**config.mk**
```make
export PLATFORM = sky130hd
export DESIGN_NAME = ppc_top
export DESIGN_NICKNAME = d
export VERILOG_FILES = /design/src/hdl/ppc_pkg.sv /design/src/hdl/ppc_sync.sv /design/src/hdl/ppc_pin_drv.sv /design/src/hdl/ppc_top.sv
export VERILOG_INCLUDE_DIRS = /design/src /design/src/hdl
export SDC_FILE = /design/constraint.sdc
export NUM_CORES = 1
export LEC_CHECK = 0
export ABC_AREA = 0
export BUFFER_PORTS_ARGS = -buffer_cell sky130_fd_sc_hd__buf_2
export CAP_MARGIN = 25
export CORE_UTILIZATION = 40
export CTS_CLUSTER_SIZE = 25
export DETAILED_ROUTE_END_ITERATION = 10
export GPL_TIMING_DRIVEN = 1
export PLACE_DENSITY_LB_ADDON = 0.2
export REMOVE_ABC_BUFFERS = 1
export SYNTH_ARGS = -nofsm -noshare
export SYNTH_HDL_FRONTEND = slang
export SYNTH_SLANG_ARGS = --single-unit
```
**constraint.sdc**
```tcl
create_clock -name i_clk -period 2.1 [get_ports i_clk]
set_input_delay 0.105 -clock i_clk [delete_from_list [all_inputs] [get_ports i_clk]]
set_output_delay 0.105 -clock i_clk [all_outputs]
set_load 0.01 [all_outputs]
```
**src/hdl/ppc_defines.svh**
```systemverilog
// Register offsets, reset values and field positions of the port pin block.
`ifndef PPC_DEFINES_SVH
`define PPC_DEFINES_SVH
`define PPC_OFS_P2_OUT_MODE   8'hA6
`define PPC_OFS_P3_OUT_MODE   8'hA7
`define PPC_OFS_P3_IN_MODE    8'hAF
`define PPC_OFS_P3_LATCH      8'hB0
`define PPC_OFS_P4_LATCH      8'hC8
`define PPC_OFS_P2_IN_MODE    8'hAE
`define PPC_OFS_CROSSBAR_CONFIG_TWO          8'hE3
`define PPC_RST_OUT_MODE      8'h00
`define PPC_RST_IN_MODE       8'hFF
`define PPC_RST_LATCH         8'hFF
`define PPC_RST_CROSSBAR_CONFIG_TWO          8'h00
`define PPC_CROSSBAR_CONFIG_TWO_PUD_BIT      7
`define PPC_CROSSBAR_CONFIG_TWO_LOWEN_BIT    1
`define PPC_CROSSBAR_CONFIG_TWO_MASK         8'h82
`define PPC_P4_WR_BIT         7
`define PPC_P4_RD_BIT         6
`define PPC_P4_ALE_BIT        5
`define PPC_BIT_SEL_W         3
`endif

```
**src/hdl/ppc_pkg.sv**
```systemverilog
// Types shared by the port pin block.
package ppc_pkg;
    typedef logic [7:0] ppc_byte_t;
    typedef enum logic [2:0] {
        PPC_IDLE  = 3'b001,
        PPC_XWR   = 3'b010,
        PPC_XRD   = 3'b100
    } ppc_xmode_e;
endpackage

```
**src/hdl/ppc_sync.sv**
```systemverilog
// Two-flop synchroniser for WIDTH bits of pin levels (8 by default).
`timescale 1ns/1ps
module ppc_sync
    import ppc_pkg::*;
#(
    parameter int WIDTH = 8
) (
    // Clock and control
    input  wire logic             i_clk,
    input  wire logic             i_reset,
    input  wire logic             i_ce,
    // Data
    input  wire logic [WIDTH-1:0] i_async,
    output logic      [WIDTH-1:0] o_sync
);
    logic [WIDTH-1:0] meta_q;
    logic [WIDTH-1:0] sync_q;

    always_ff @(posedge i_clk) begin
        if (i_reset) begin
            meta_q <= '0;
            sync_q <= '0;
        end else if (i_ce) begin
            meta_q <= i_async;
            sync_q <= meta_q;
        end
    end

    assign o_sync = sync_q;
endmodule

```
**src/hdl/ppc_pin_drv.sv**
```systemverilog
// Per-pin output driver and pullup control for one byte-wide port.
`timescale 1ns/1ps
module ppc_pin_drv
    import ppc_pkg::*;
#(
    parameter int WIDTH = 8
) (
    // Configuration
    input  wire logic [WIDTH-1:0] i_value,
    input  wire logic [WIDTH-1:0] i_push_pull,
    input  wire logic [WIDTH-1:0] i_force_od,
    input  wire logic [WIDTH-1:0] i_digital,
    input  wire logic             i_pud,
    input  wire logic [WIDTH-1:0] i_drv_off,
    // Pin controls
    output logic      [WIDTH-1:0] o_pin_o,
    output logic      [WIDTH-1:0] o_pin_oe,
    output logic      [WIDTH-1:0] o_pullup_en
);
    logic [WIDTH-1:0] pp_eff;
    logic [WIDTH-1:0] drive_low;

    assign pp_eff      = i_push_pull & ~i_force_od;
    assign drive_low   = ~i_value & ~i_drv_off;
    assign o_pin_o     = i_value;
    assign o_pin_oe    = (drive_low | (i_value & pp_eff)) & ~i_drv_off;
    assign o_pullup_en = i_digital & {WIDTH{~i_pud}} & ~drive_low;
endmodule

```
**src/hdl/ppc_top.sv**
```systemverilog
// Port 2/3 pin configuration, port 3/4 data latches and external memory takeover.
`timescale 1ns/1ps
`include "ppc_defines.svh"
module ppc_top
    import ppc_pkg::*;
#(
    parameter int WIDTH = 8
) (
    // Clock, reset, enable
    input  wire logic             i_clk,
    input  wire logic             i_reset,
    input  wire logic             i_ce,
    // Register port
    input  wire logic [7:0]       i_addr,
    input  wire logic             i_wr,
    input  wire logic             i_rd,
    input  wire logic             i_bit_op,
    input  wire logic [2:0]       i_bit_sel,
    input  wire logic             i_rmw,
    input  wire logic [WIDTH-1:0] i_wdata,
    output logic      [WIDTH-1:0] o_rdata,
    output logic                  o_rvalid,
    // Open-drain forcing from peripherals
    input  wire logic [WIDTH-1:0] i_p2_force_od,
    input  wire logic [WIDTH-1:0] i_p3_force_od,
    input  wire logic [WIDTH-1:0] i_p4_force_od,
    // External memory interface
    input  wire logic             i_xm_high_en,
    input  wire logic             i_xm_active,
    input  wire logic             i_xm_read,
    input  wire logic [WIDTH-1:0] i_xm_ad,
    input  wire logic             i_xm_wr_n,
    input  wire logic             i_xm_rd_n,
    input  wire logic             i_xm_ale,
    // Port 2 pins
    input  wire logic [WIDTH-1:0] i_p2_pin,
    output logic      [WIDTH-1:0] o_p2_pin,
    output logic      [WIDTH-1:0] o_p2_oe,
    output logic      [WIDTH-1:0] o_p2_pullup,
    // Port 3 pins
    input  wire logic [WIDTH-1:0] i_p3_pin,
    output logic      [WIDTH-1:0] o_p3_pin,
    output logic      [WIDTH-1:0] o_p3_oe,
    output logic      [WIDTH-1:0] o_p3_pullup,
    // Port 4 pins
    input  wire logic [WIDTH-1:0] i_p4_pin,
    output logic      [WIDTH-1:0] o_p4_pin,
    output logic      [WIDTH-1:0] o_p4_oe,
    output logic      [WIDTH-1:0] o_p4_pullup,
    // Status
    output logic                  o_xm_mode_warn
);
    // ----------------------------------------------------------------
    // Helper functions
    // ----------------------------------------------------------------
    // Applies a byte write or a single-bit write to a register value.
    function automatic logic [WIDTH-1:0] apply_wr(input logic [WIDTH-1:0] cur,
                                                  input logic [WIDTH-1:0] wd,
                                                  input logic             bit_op,
                                                  input logic [2:0]       sel);
        logic [WIDTH-1:0] res;
        res = cur;
        if (bit_op) begin
            res[sel] = wd[0];
        end else begin
            res = wd;
        end
        return res;
    endfunction

    // Returns the addressed bit in bit 0 for bit reads, or the byte.
    function automatic logic [WIDTH-1:0] pick_rd(input logic [WIDTH-1:0] val,
                                                 input logic             bit_op,
                                                 input logic [2:0]       sel);
        logic [WIDTH-1:0] res;
        res = '0;
        if (bit_op) begin
            res[0] = val[sel];
        end else begin
            res = val;
        end
        return res;
    endfunction

    // Masks synchronised pin levels with the input-mode bits; analog pins read 0.
    function automatic logic [WIDTH-1:0] digital_in(input logic [WIDTH-1:0] lvl,
                                                    input logic [WIDTH-1:0] mode);
        return lvl & mode;
    endfunction

    // Chooses the latch for read-modify-write reads and the pin level otherwise.
    function automatic logic [WIDTH-1:0] rmw_src(input logic             rmw,
                                                 input logic [WIDTH-1:0] latch,
                                                 input logic [WIDTH-1:0] lvl);
        return rmw ? latch : lvl;
    endfunction

    // True when the register address matches the given offset.
    function automatic logic addr_hit(input logic [7:0] addr,
                                      input logic [7:0] ofs);
        return addr == ofs;
    endfunction

    // ----------------------------------------------------------------
    // Registers
    // ----------------------------------------------------------------
    logic [WIDTH-1:0] p2_out_mode_q;
    logic [WIDTH-1:0] p3_out_mode_q;
    logic [WIDTH-1:0] p2_in_mode_q;
    logic [WIDTH-1:0] p3_in_mode_q;
    logic [WIDTH-1:0] p3_latch_q;
    logic [WIDTH-1:0] p4_latch_q;
    logic [7:0]       crossbar_config_two_q;
    logic [WIDTH-1:0] rdata_q;
    logic             rvalid_q;
    ppc_xmode_e       xmode_q;
    ppc_xmode_e       xmode_d;

    // ----------------------------------------------------------------
    // Address decode
    // ----------------------------------------------------------------
    wire sel_p2_om = addr_hit(i_addr, `PPC_OFS_P2_OUT_MODE);
    wire sel_p3_om = addr_hit(i_addr, `PPC_OFS_P3_OUT_MODE);
    wire sel_p2_im = addr_hit(i_addr, `PPC_OFS_P2_IN_MODE);
    wire sel_p3_im = addr_hit(i_addr, `PPC_OFS_P3_IN_MODE);
    wire sel_p3_l  = addr_hit(i_addr, `PPC_OFS_P3_LATCH);
    wire sel_p4_l  = addr_hit(i_addr, `PPC_OFS_P4_LATCH);
    wire sel_crossbar_config_two  = addr_hit(i_addr, `PPC_OFS_CROSSBAR_CONFIG_TWO);
    wire sel_latch = sel_p3_l | sel_p4_l;
    wire wr_en     = i_ce & i_wr;
    // Bit accesses apply only to the latch registers; elsewhere the byte is written.
    wire bit_wr    = i_bit_op & sel_latch;

    wire pud       = crossbar_config_two_q[`PPC_CROSSBAR_CONFIG_TWO_PUD_BIT];
    wire low_en    = crossbar_config_two_q[`PPC_CROSSBAR_CONFIG_TWO_LOWEN_BIT];

    // ----------------------------------------------------------------
    // Pin synchronisers
    // ----------------------------------------------------------------
    logic [WIDTH-1:0] p2_sync;
    logic [WIDTH-1:0] p3_sync;
    logic [WIDTH-1:0] p4_sync;

    ppc_sync #(.WIDTH(3 * WIDTH)) u_sync (
        .i_clk   (i_clk),
        .i_reset (i_reset),
        .i_ce    (i_ce),
        .i_async ({i_p4_pin, i_p3_pin, i_p2_pin}),
        .o_sync  ({p4_sync, p3_sync, p2_sync})
    );

    // Digital path gated by input mode; port 4 has no input-mode register here.
    wire [WIDTH-1:0] p2_level = digital_in(p2_sync, p2_in_mode_q);
    wire [WIDTH-1:0] p3_level = digital_in(p3_sync, p3_in_mode_q);
    wire [WIDTH-1:0] p4_level = p4_sync;

    // Read-modify-write reads see the latch instead of the pin.
    wire [WIDTH-1:0] p3_rd = rmw_src(i_rmw, p3_latch_q, p3_level);
    wire [WIDTH-1:0] p4_rd = rmw_src(i_rmw, p4_latch_q, p4_level);

    // ----------------------------------------------------------------
    // Read mux
    // ----------------------------------------------------------------
    wire [WIDTH-1:0] rd_mux =
        sel_p2_om ? p2_out_mode_q :
        sel_p3_om ? p3_out_mode_q :
        sel_p2_im ? p2_in_mode_q  :
        sel_p3_im ? p3_in_mode_q  :
        sel_p3_l  ? pick_rd(p3_rd, i_bit_op, i_bit_sel) :
        sel_p4_l  ? pick_rd(p4_rd, i_bit_op, i_bit_sel) :
        sel_crossbar_config_two  ? (crossbar_config_two_q & `PPC_CROSSBAR_CONFIG_TWO_MASK) :
        '0;

    // ----------------------------------------------------------------
    // Register writes
    // ----------------------------------------------------------------
    always_ff @(posedge i_clk) begin
        if (i_reset) begin
            p2_out_mode_q <= `PPC_RST_OUT_MODE;
            p3_out_mode_q <= `PPC_RST_OUT_MODE;
            p2_in_mode_q  <= `PPC_RST_IN_MODE;
            p3_in_mode_q  <= `PPC_RST_IN_MODE;
            crossbar_config_two_q        <= `PPC_RST_CROSSBAR_CONFIG_TWO;
        end else if (wr_en) begin
            if (sel_p2_om) begin
                p2_out_mode_q <= i_wdata;
            end
            if (sel_p3_om) begin
                p3_out_mode_q <= i_wdata;
            end
            if (sel_p2_im) begin
                p2_in_mode_q <= i_wdata;
            end
            if (sel_p3_im) begin
                p3_in_mode_q <= i_wdata;
            end
            if (sel_crossbar_config_two) begin
                crossbar_config_two_q <= i_wdata & `PPC_CROSSBAR_CONFIG_TWO_MASK;
            end
        end
    end

    always_ff @(posedge i_clk) begin
        if (i_reset) begin
            p3_latch_q <= `PPC_RST_LATCH;
            p4_latch_q <= `PPC_RST_LATCH;
        end else if (wr_en) begin
            if (sel_p3_l) begin
                p3_latch_q <= apply_wr(p3_latch_q, i_wdata, bit_wr, i_bit_sel);
            end
            if (sel_p4_l) begin
                p4_latch_q <= apply_wr(p4_latch_q, i_wdata, bit_wr, i_bit_sel);
            end
        end
    end

    always_ff @(posedge i_clk) begin
        if (i_reset) begin
            rdata_q  <= '0;
            rvalid_q <= 1'b0;
        end else if (i_ce) begin
            rvalid_q <= i_rd;
            if (i_rd) begin
                rdata_q <= rd_mux;
            end
        end
    end

    // ----------------------------------------------------------------
    // External move tracking
    // ----------------------------------------------------------------
    wire xm_take = i_xm_high_en & i_xm_active;

    always_comb begin
        xmode_d = PPC_IDLE;
        case (xmode_q)
            PPC_IDLE, PPC_XWR, PPC_XRD: begin
                if (xm_take) begin
                    xmode_d = i_xm_read ? PPC_XRD : PPC_XWR;
                end else begin
                    xmode_d = PPC_IDLE;
                end
            end
            default: xmode_d = PPC_IDLE;
        endcase
    end

    always_ff @(posedge i_clk) begin
        if (i_reset) begin
            xmode_q <= PPC_IDLE;
        end else if (i_ce) begin
            xmode_q <= xmode_d;
        end
    end

    // Combinational takeover so the strobes follow the interface without lag.
    wire xm_rd_now = xm_take & i_xm_read;

    logic [WIDTH-1:0] p4_xm_val;
    logic [WIDTH-1:0] p4_xm_mask;
    always_comb begin
        p4_xm_val  = p4_latch_q;
        p4_xm_mask = '0;
        if (xm_take) begin
            p4_xm_val[`PPC_P4_WR_BIT]  = i_xm_wr_n;
            p4_xm_val[`PPC_P4_RD_BIT]  = i_xm_rd_n;
            p4_xm_val[`PPC_P4_ALE_BIT] = i_xm_ale;
        end
    end

    wire [WIDTH-1:0] p3_val   = xm_take ? i_xm_ad : p3_latch_q;
    wire [WIDTH-1:0] p3_off   = {WIDTH{xm_rd_now}};
    wire [WIDTH-1:0] p4_pp    = '0;

    // ----------------------------------------------------------------
    // Pin drivers
    // ----------------------------------------------------------------
    // Port 2 has no data latch here, so its pins drive high only in push-pull mode.
    ppc_pin_drv #(.WIDTH(WIDTH)) u_drv_p2 (
        .i_value     ({WIDTH{1'b1}}),
        .i_push_pull (p2_out_mode_q),
        .i_force_od  (i_p2_force_od),
        .i_digital   (p2_in_mode_q),
        .i_pud       (pud),
        .i_drv_off   (p4_xm_mask),
        .o_pin_o     (o_p2_pin),
        .o_pin_oe    (o_p2_oe),
        .o_pullup_en (o_p2_pullup)
    );

    ppc_pin_drv #(.WIDTH(WIDTH)) u_drv_p3 (
        .i_value     (p3_val),
        .i_push_pull (p3_out_mode_q),
        .i_force_od  (i_p3_force_od),
        .i_digital   (p3_in_mode_q),
        .i_pud       (pud),
        .i_drv_off   (p3_off),
        .o_pin_o     (o_p3_pin),
        .o_pin_oe    (o_p3_oe),
        .o_pullup_en (o_p3_pullup)
    );

    ppc_pin_drv #(.WIDTH(WIDTH)) u_drv_p4 (
        .i_value     (p4_xm_val),
        .i_push_pull (p4_pp),
        .i_force_od  (i_p4_force_od),
        .i_digital   ({WIDTH{1'b1}}),
        .i_pud       (pud),
        .i_drv_off   (p4_xm_mask),
        .o_pin_o     (o_p4_pin),
        .o_pin_oe    (o_p4_oe),
        .o_pullup_en (o_p4_pullup)
    );

    // ----------------------------------------------------------------
    // Outputs
    // ----------------------------------------------------------------
    assign o_rdata        = rdata_q;
    assign o_rvalid       = rvalid_q;
    // Flags the configuration software should avoid.
    assign o_xm_mode_warn = i_xm_high_en & low_en;
endmodule

```
==> reports/qor.yml, run 1 <==
outcome: "complete, no violations"
placementRows: 40
route.detailed.drc: 0
core_area_sq_mm: 0.01221
cts_buffers: 9
end_kind: "output port"
tritoncts: "built"
max_slew_margin_pct: 55.92
setup_viol: 0
routed-via-count: 4980
avgSynthCellArea_sq_um: 8.340
hold_viol_final: 0
synth_enable_flop_cells: 0
synth-warning-count: 0
wl_mm: 15.37
stdcell_count: 921
start_kind: "flip-flop"
hold_class: "in2reg"
vdd_drop_max_mv: 0.3910
start_util_pct: 41.66
criticalPathCategory: "reg2out"
ctsRootBufferMaster: "clkbuf_16"
mostFrequentLayoutCells: "buf_2 (145), dfxtp_1 (91), nor2_1 (75)"
power.internal_w: 0.002816
antenna_found_initial: 0
firstDrtPassIters: 5
synth_seq_cells: 91
p_seq_share_pct: 47.0
viasPerCell: 5.407
netlist_area_sq_mm: 0.005087
p_sw_w: 0.0009598
synthArstFlopShare_pct: 0
setup_ws_ns: 0.3722
h-tree-depth: 3
synthDistinctLibCells: 59
grt_pass1_wl_mm: 24.17
reg2reg_depth: 6
fillerInstances: 1220
fin_skew_ns: 0.009974
clk_pin_slew_ns: 0.07
insertedDiodeCount: 0
dp_hpwl_mm: 11.73
first_global_vias: 4745
leakagePower_nw: 2.848
wl_per_cell_um: 16.69
fin_crit_sh_pct: 82.28
yosys.area.top_type: "dfxtp_1"
placed_cells: 900
drt_iter0_markers: 356
rsz0062_at_grt: "no"
worstMarginPinSlew_ns: 0.6613
finalMaxSlewViolations: 0
netlist.area_leader.share_pct: 35.81
dieArea_sq_mm: 0.01317
grt_max_degree: 59
clk_latency_ns: 0.34
place_congestion: 0.9219
io_pins: 170
portBuffers: 145
drv_cap: 0
areaGrowthSynthToFinish_pct: 23.59
setup_tns_ns: 0
cts_sinks: 91
min_period_ns: 1.728
required_ns: 2.00
power_frac_comb_pct: 12.5
hold_depth: 3
nNetsFinal: 836
netlist_instances: 610
critical_path.max_fanout: 11
powerDensity_mw_per_mm2: 600.5
swShare_pct: 25.42
grt_overflow: 0
grtUsageTotal_pct: 23.85
synthTopCellsByArea: "dfxtp_1 (36%), mux2i_1 (14%), nor2_1 (5.5%), nand2_1 (4.3%), a211o_1 (3.6%)"
drive_gt1_share_pct: 27.09
drtAntennaViolNets: 0
ff2ff_setup_slack_ns: 0.40
dp_slack_ns: 0.1565
synth_flop_cell: "dfxtp_1"
max_freq_mhz: 578.8
cts_buffer_depth: 2
ctsResizeCount: 0
die_x_um: 114.8
die_h_um: 114.8
worst_ep_arrival_time_ns: 1.62
yosysSeqAreaShare_pct: 35.81
p_clk_share_pct: 40.5
layout_commonest_cell: "buf_2"
critical path, stage by stage (launching register included):
cell and delay, ns:
dfxtp_1 0.46, buf_4 0.25, nand2b_1 0.15, a21oi_1 0.23
buf_2 0.19
metrics by stage:
stage / util [%] / power [W] / hold WS [ns] / instance area, sq um
global placement: 48.77 / 0.002269 / 0.3401 / 5956
CTS: 51.49 / 0.003806 / 0.0006656 / 6287
floorplan: - / 0.002025 / 0.1741 / 4857
finish: 51.49 / 0.003775 / 0.004653 / 6287
global route: 51.49 / 0.003947 / 0.002460 / 6287
detailed placement: 48.77 / 0.002276 / 0.3473 / 5956
cell usage after synthesis, types with 2 or more instances:
| library cell | instances |
|---|---|
| dfxtp_1 | 91 |
| nor2_1 | 75 |
| mux2i_1 | 69 |
| nand2_1 | 58 |
| a21oi_1 | 36 |
| nor2b_1 | 27 |
| inv_1 | 25 |
| clkbuf_1 | 22 |
| a211o_1 | 21 |
| nand2b_1 | 21 |
| o21ai_0 | 16 |
| o22ai_1 | 14 |
| a21boi_0 | 13 |
| buf_4 | 13 |
| nand3b_1 | 11 |
| buf_2 | 10 |
| mux2_2 | 8 |
| o221ai_1 | 7 |
| and3_1 | 6 |
| o31ai_1 | 5 |
| buf_1 | 4 |
| nand3_1 | 4 |
| o211ai_1 | 4 |
| and2_1 | 3 |
| nand3_2 | 3 |
| nor3_1 | 3 |
| a21o_1 | 2 |
| a221o_1 | 2 |
| a221oi_1 | 2 |
| a311o_1 | 2 |
| and3b_1 | 2 |
| nor3_4 | 2 |
| nor4_2 | 2 |
| o21a_1 | 2 |
worst paths after layout:
check / endpoint / start
max reg2reg: o_rdata[0] / p4_latch_q[2]
max: o_p3_pullup[3] / crossbar_config_two_q[7]
min: u_sync.meta_q[12] / i_p3_pin[4]
min reg2reg: o_rdata[5] / o_rdata[5]
sequential cells by signal (all words and copies together) (netlist names):
register / count
o_rvalid: 1
u_sync.meta_q: 16
p4_latch_q: 8
p2_out_mode_q: 8
p3_out_mode_q: 8
p3_in_mode_q: 8
crossbar_config_two_q: 2
o_rdata: 8
u_sync.o_sync: 16
p2_in_mode_q: 8
p3_latch_q: 8
routing by layer:
| metal | part of all wire, % | GRT usage [%] | up-vias | wire (um) |
|---|---|---|---|---|
| met3 | 6.4 | 4.164 | 37 | 977 |
| met2 | 46 | 38.83 | 209 | 7050 |
| li1 | - | - | 2397 | - |
| met4 | 2.7 | 8.312 | 0 | 408 |
| met1 | 45 | 31.91 | 2337 | 6937 |
| met5 | 0 | 0 | - | 0 |
cell type report:
class,instances,area [sq um],area share [%]
multi-input cells,451,2942,46.79
flip-flops and latches,91,1822,28.98
repair buffers,170,938.4,14.93
clock buffers,12,256.5,4.080
well taps,168,210.2,3.343
inverters,25,93.84,1.493
clock inverters,4,25.02,0.3980
logic make-up after synthesis:
| kind of cell | after synthesis | synth area share [%] |
|---|---|---|
| buffers and inverters | 75 | 6.886 |
| and+or+nand+nor | 229 | 23.46 |
| muxes | 77 | 15.35 |
| AOI/OAI and AO/OA | 137 | 18.42 |
| DFF | 91 | 35.81 |
| other | 1 | 0.07371 |
power groups by stage:
stage	clock [W]	sequential [W]	combinational [W]
final	0.00153	0.00177	0.000472
after global routing	0.00165	0.00178	0.000516
after CTS	0.00156	0.00177	0.000472
after detailed placement	0	0.00181	0.000462
after global placement	0	0.00181	0.000456
after floorplan	0	0.00181	0.000215
what timing repair did:
action	CTS	global route
endpoints found under the setup margin	0	0
hold buffers	5	0
hold endpoints to repair	5	0
buffers inserted	0	0
Power figures use the tool's default switching activity.
==> run 2, diff against run 1 <==
clock period = 1.75 ns   (was 2.1 ns; I/O delays follow)
==> reports/qor.yml, run 2 (synthesis gave the netlist of run 1 again) <==
outcome: "complete, but fails checks"
violations: "negative hold slack"
die_x_um: 114.8  # unchanged
drive_gt1_share_pct: 30.22  # +3.1 points
clk_pin_slew_ns: 0.06  # about the same
start_util_pct: 41.66  # unchanged
drv_cap: 0  # unchanged
h-tree-depth: 3  # unchanged
ff2ff_setup_slack_ns: 0.13  # -0.27 ns
tritoncts: "built"
criticalPathCategory: "reg2reg"
finalMaxSlewViolations: 0  # unchanged
areaGrowthSynthToFinish_pct: 32.19
dieArea_sq_mm: 0.01317  # unchanged
insertedDiodeCount: 0  # unchanged
grtUsageTotal_pct: 25.45  # +1.6 points
p_sw_w: 0.001162  # +21%
dp_slack_ns: -0.1352  # -0.2917 ns
critical_path.max_fanout: 4  # -7
io_pins: 170  # unchanged
nNetsFinal: 887  # +6.1%
fin_crit_sh_pct: 92.42
cts_buffer_depth: 2  # unchanged
p_seq_share_pct: 45.3  # -1.7 points
ctsResizeCount: 0  # unchanged
core_area_sq_mm: 0.01221  # unchanged
grt_pass1_wl_mm: 25.45  # +5.3%
placementRows: 40  # unchanged
swShare_pct: 24.68  # -0.74 points
place_congestion: 0.8947  # -3.0%
clk_latency_ns: 0.35  # about the same
timing.hold.ws_ns: -0.004734  # -0.009387 ns
cts_sinks: 91  # unchanged
hold_depth: 3  # unchanged
routed-via-count: 5134  # +3.1%
ctsRootBufferMaster: "clkbuf_16"
route.detailed.drc: 0  # unchanged
start_kind: "flip-flop"
cts_buffers: 9  # unchanged
min_period_ns: 1.617
wl_per_cell_um: 16.88  # +1.1%
holdPathEnd: "u_sync.meta_q[22]"
reg2reg_depth: 6  # unchanged
fillerInstances: 1196  # -2.0%
end_kind: "flip-flop"
grt_max_degree: 43  # -27%
worst_ep_arrival_time_ns: 1.89  # +0.27 ns
vdd_drop_max_mv: 0.3668  # -6.2%
power.internal_w: 0.003544  # +26%
viasPerCell: 5.282  # -2.3%
antenna_found_initial: 0  # unchanged
drt_iter0_markers: 281  # -21%
die_h_um: 114.8  # unchanged
mostFrequentLayoutCells: "buf_2 (145), dfxtp_1 (91), nor2_1 (75)"
wl_mm: 16.41  # +6.7%
drtAntennaViolNets: 0  # unchanged
seq_area_sq_mm: 0.001822  # unchanged
setup_viol: 0  # unchanged
hold_class: "in2reg"
max_slew_margin_pct: 56.57  # +0.66 points
powerDensity_mw_per_mm2: 699.7  # +17%
r2r_end: "o_rdata[0]"
post-cts-setup-buffer-count: 0  # unchanged
power_frac_comb_pct: 13.7  # +1.2 points
fin_skew_ns: 0.008998  # -0.0009765 ns
hold_viol_final: 1  # +1
cp-startpoint: "p3_in_mode_q[4]"
first_global_vias: 4848  # +2.2%
firstDrtPassIters: 4  # -1
rsz0062_at_grt: "no"
layout_commonest_cell: "buf_2"
dp_hpwl_mm: 12.67  # +8.0%
multiInputGateArea_sq_mm: 0.002942  # unchanged
p_clk_share_pct: 41.0  # +0.5 points
hp-start: "i_p4_pin[6]"
leakagePower_nw: 3.095  # +8.7%
portBuffers: 145  # unchanged
setup_ws_ns: 0.1326  # -0.2395 ns
rr_startpoint: "p3_in_mode_q[4]"
required_ns: 2.03  # +0.03 ns
worstMarginPinSlew_ns: 0.6514  # -0.009831 ns
grt_overflow: 0  # unchanged
max_freq_mhz: 618.3
==> run 2: layout make-up <==
cell class	instances	share of cell area, %
Multi-Input combinational cell	451	43.74
Sequential cell	91	27.09
Timing Repair Buffer	221	20.35
Clock buffer	14	3.777
Tap cell	168	3.126
Inverter	25	1.395
Clock inverter	2	0.5209
==> run 2: how the worst max path moves through the flow <==
stage / end / slack (ns) / depth (start not counted)
global route: o_rdata[0] / 0.01 / 6
CTS: o_rdata[4] / 0.17 / 6
floorplan: p3_in_mode_q[0] / 0.07 / 4
detailed placement: p3_latch_q[1] / -0.14 / 9
finish: o_rdata[0] / 0.13 / 6
global placement: p3_latch_q[1] / -0.1 / 9
==> run 2: timing repair <==
action,in CTS,in global routing
endpoints found under the setup margin,0,0
endpoints found under the hold margin,14,0
hold buffers,14,0
==> run 2: stage by stage <==
step	cells	util, %	area, sq um	power (W)	setup TNS [ns]
final	972	55.07	6725	0.004706	0
after global routing	972	55.07	6725	0.004888	0
after CTS	972	55.07	6725	0.004746	0
after detailed placement	942	51.56	6296	0.002792	-1.197
after global placement	942	51.56	6296	0.002781	-0.9713
after floorplan	567	-	4857	0.002430	0
==> run 2: power groups by stage <==
stage / logic [W] / registers, W / clock network, W
floorplan: 0.000257 / 0.00217 / 0
global placement: 0.000605 / 0.00218 / 0
detailed placement: 0.000614 / 0.00218 / 0
CTS: 0.000642 / 0.00213 / 0.00197
global route: 0.000696 / 0.00213 / 0.00206
finish: 0.000643 / 0.00213 / 0.00193
==> run 2: critical path: stages, from the launching register on <==
cell and delay [ns]:
dfxtp_1 0.37, nand2_1 0.07, o21ai_0 0.29, o211ai_1 0.17
a31oi_1 0.29, o221ai_1 0.19, a21oi_1 0.17
==> run 2: layer usage <==
layer / part of all wire, % / global-route usage (%)
met3: 4.7 / 3.216
met4: 1.9 / 9.957
met1: 47 / 33.80
met5: 0 / 0
met2: 46 / 42.18
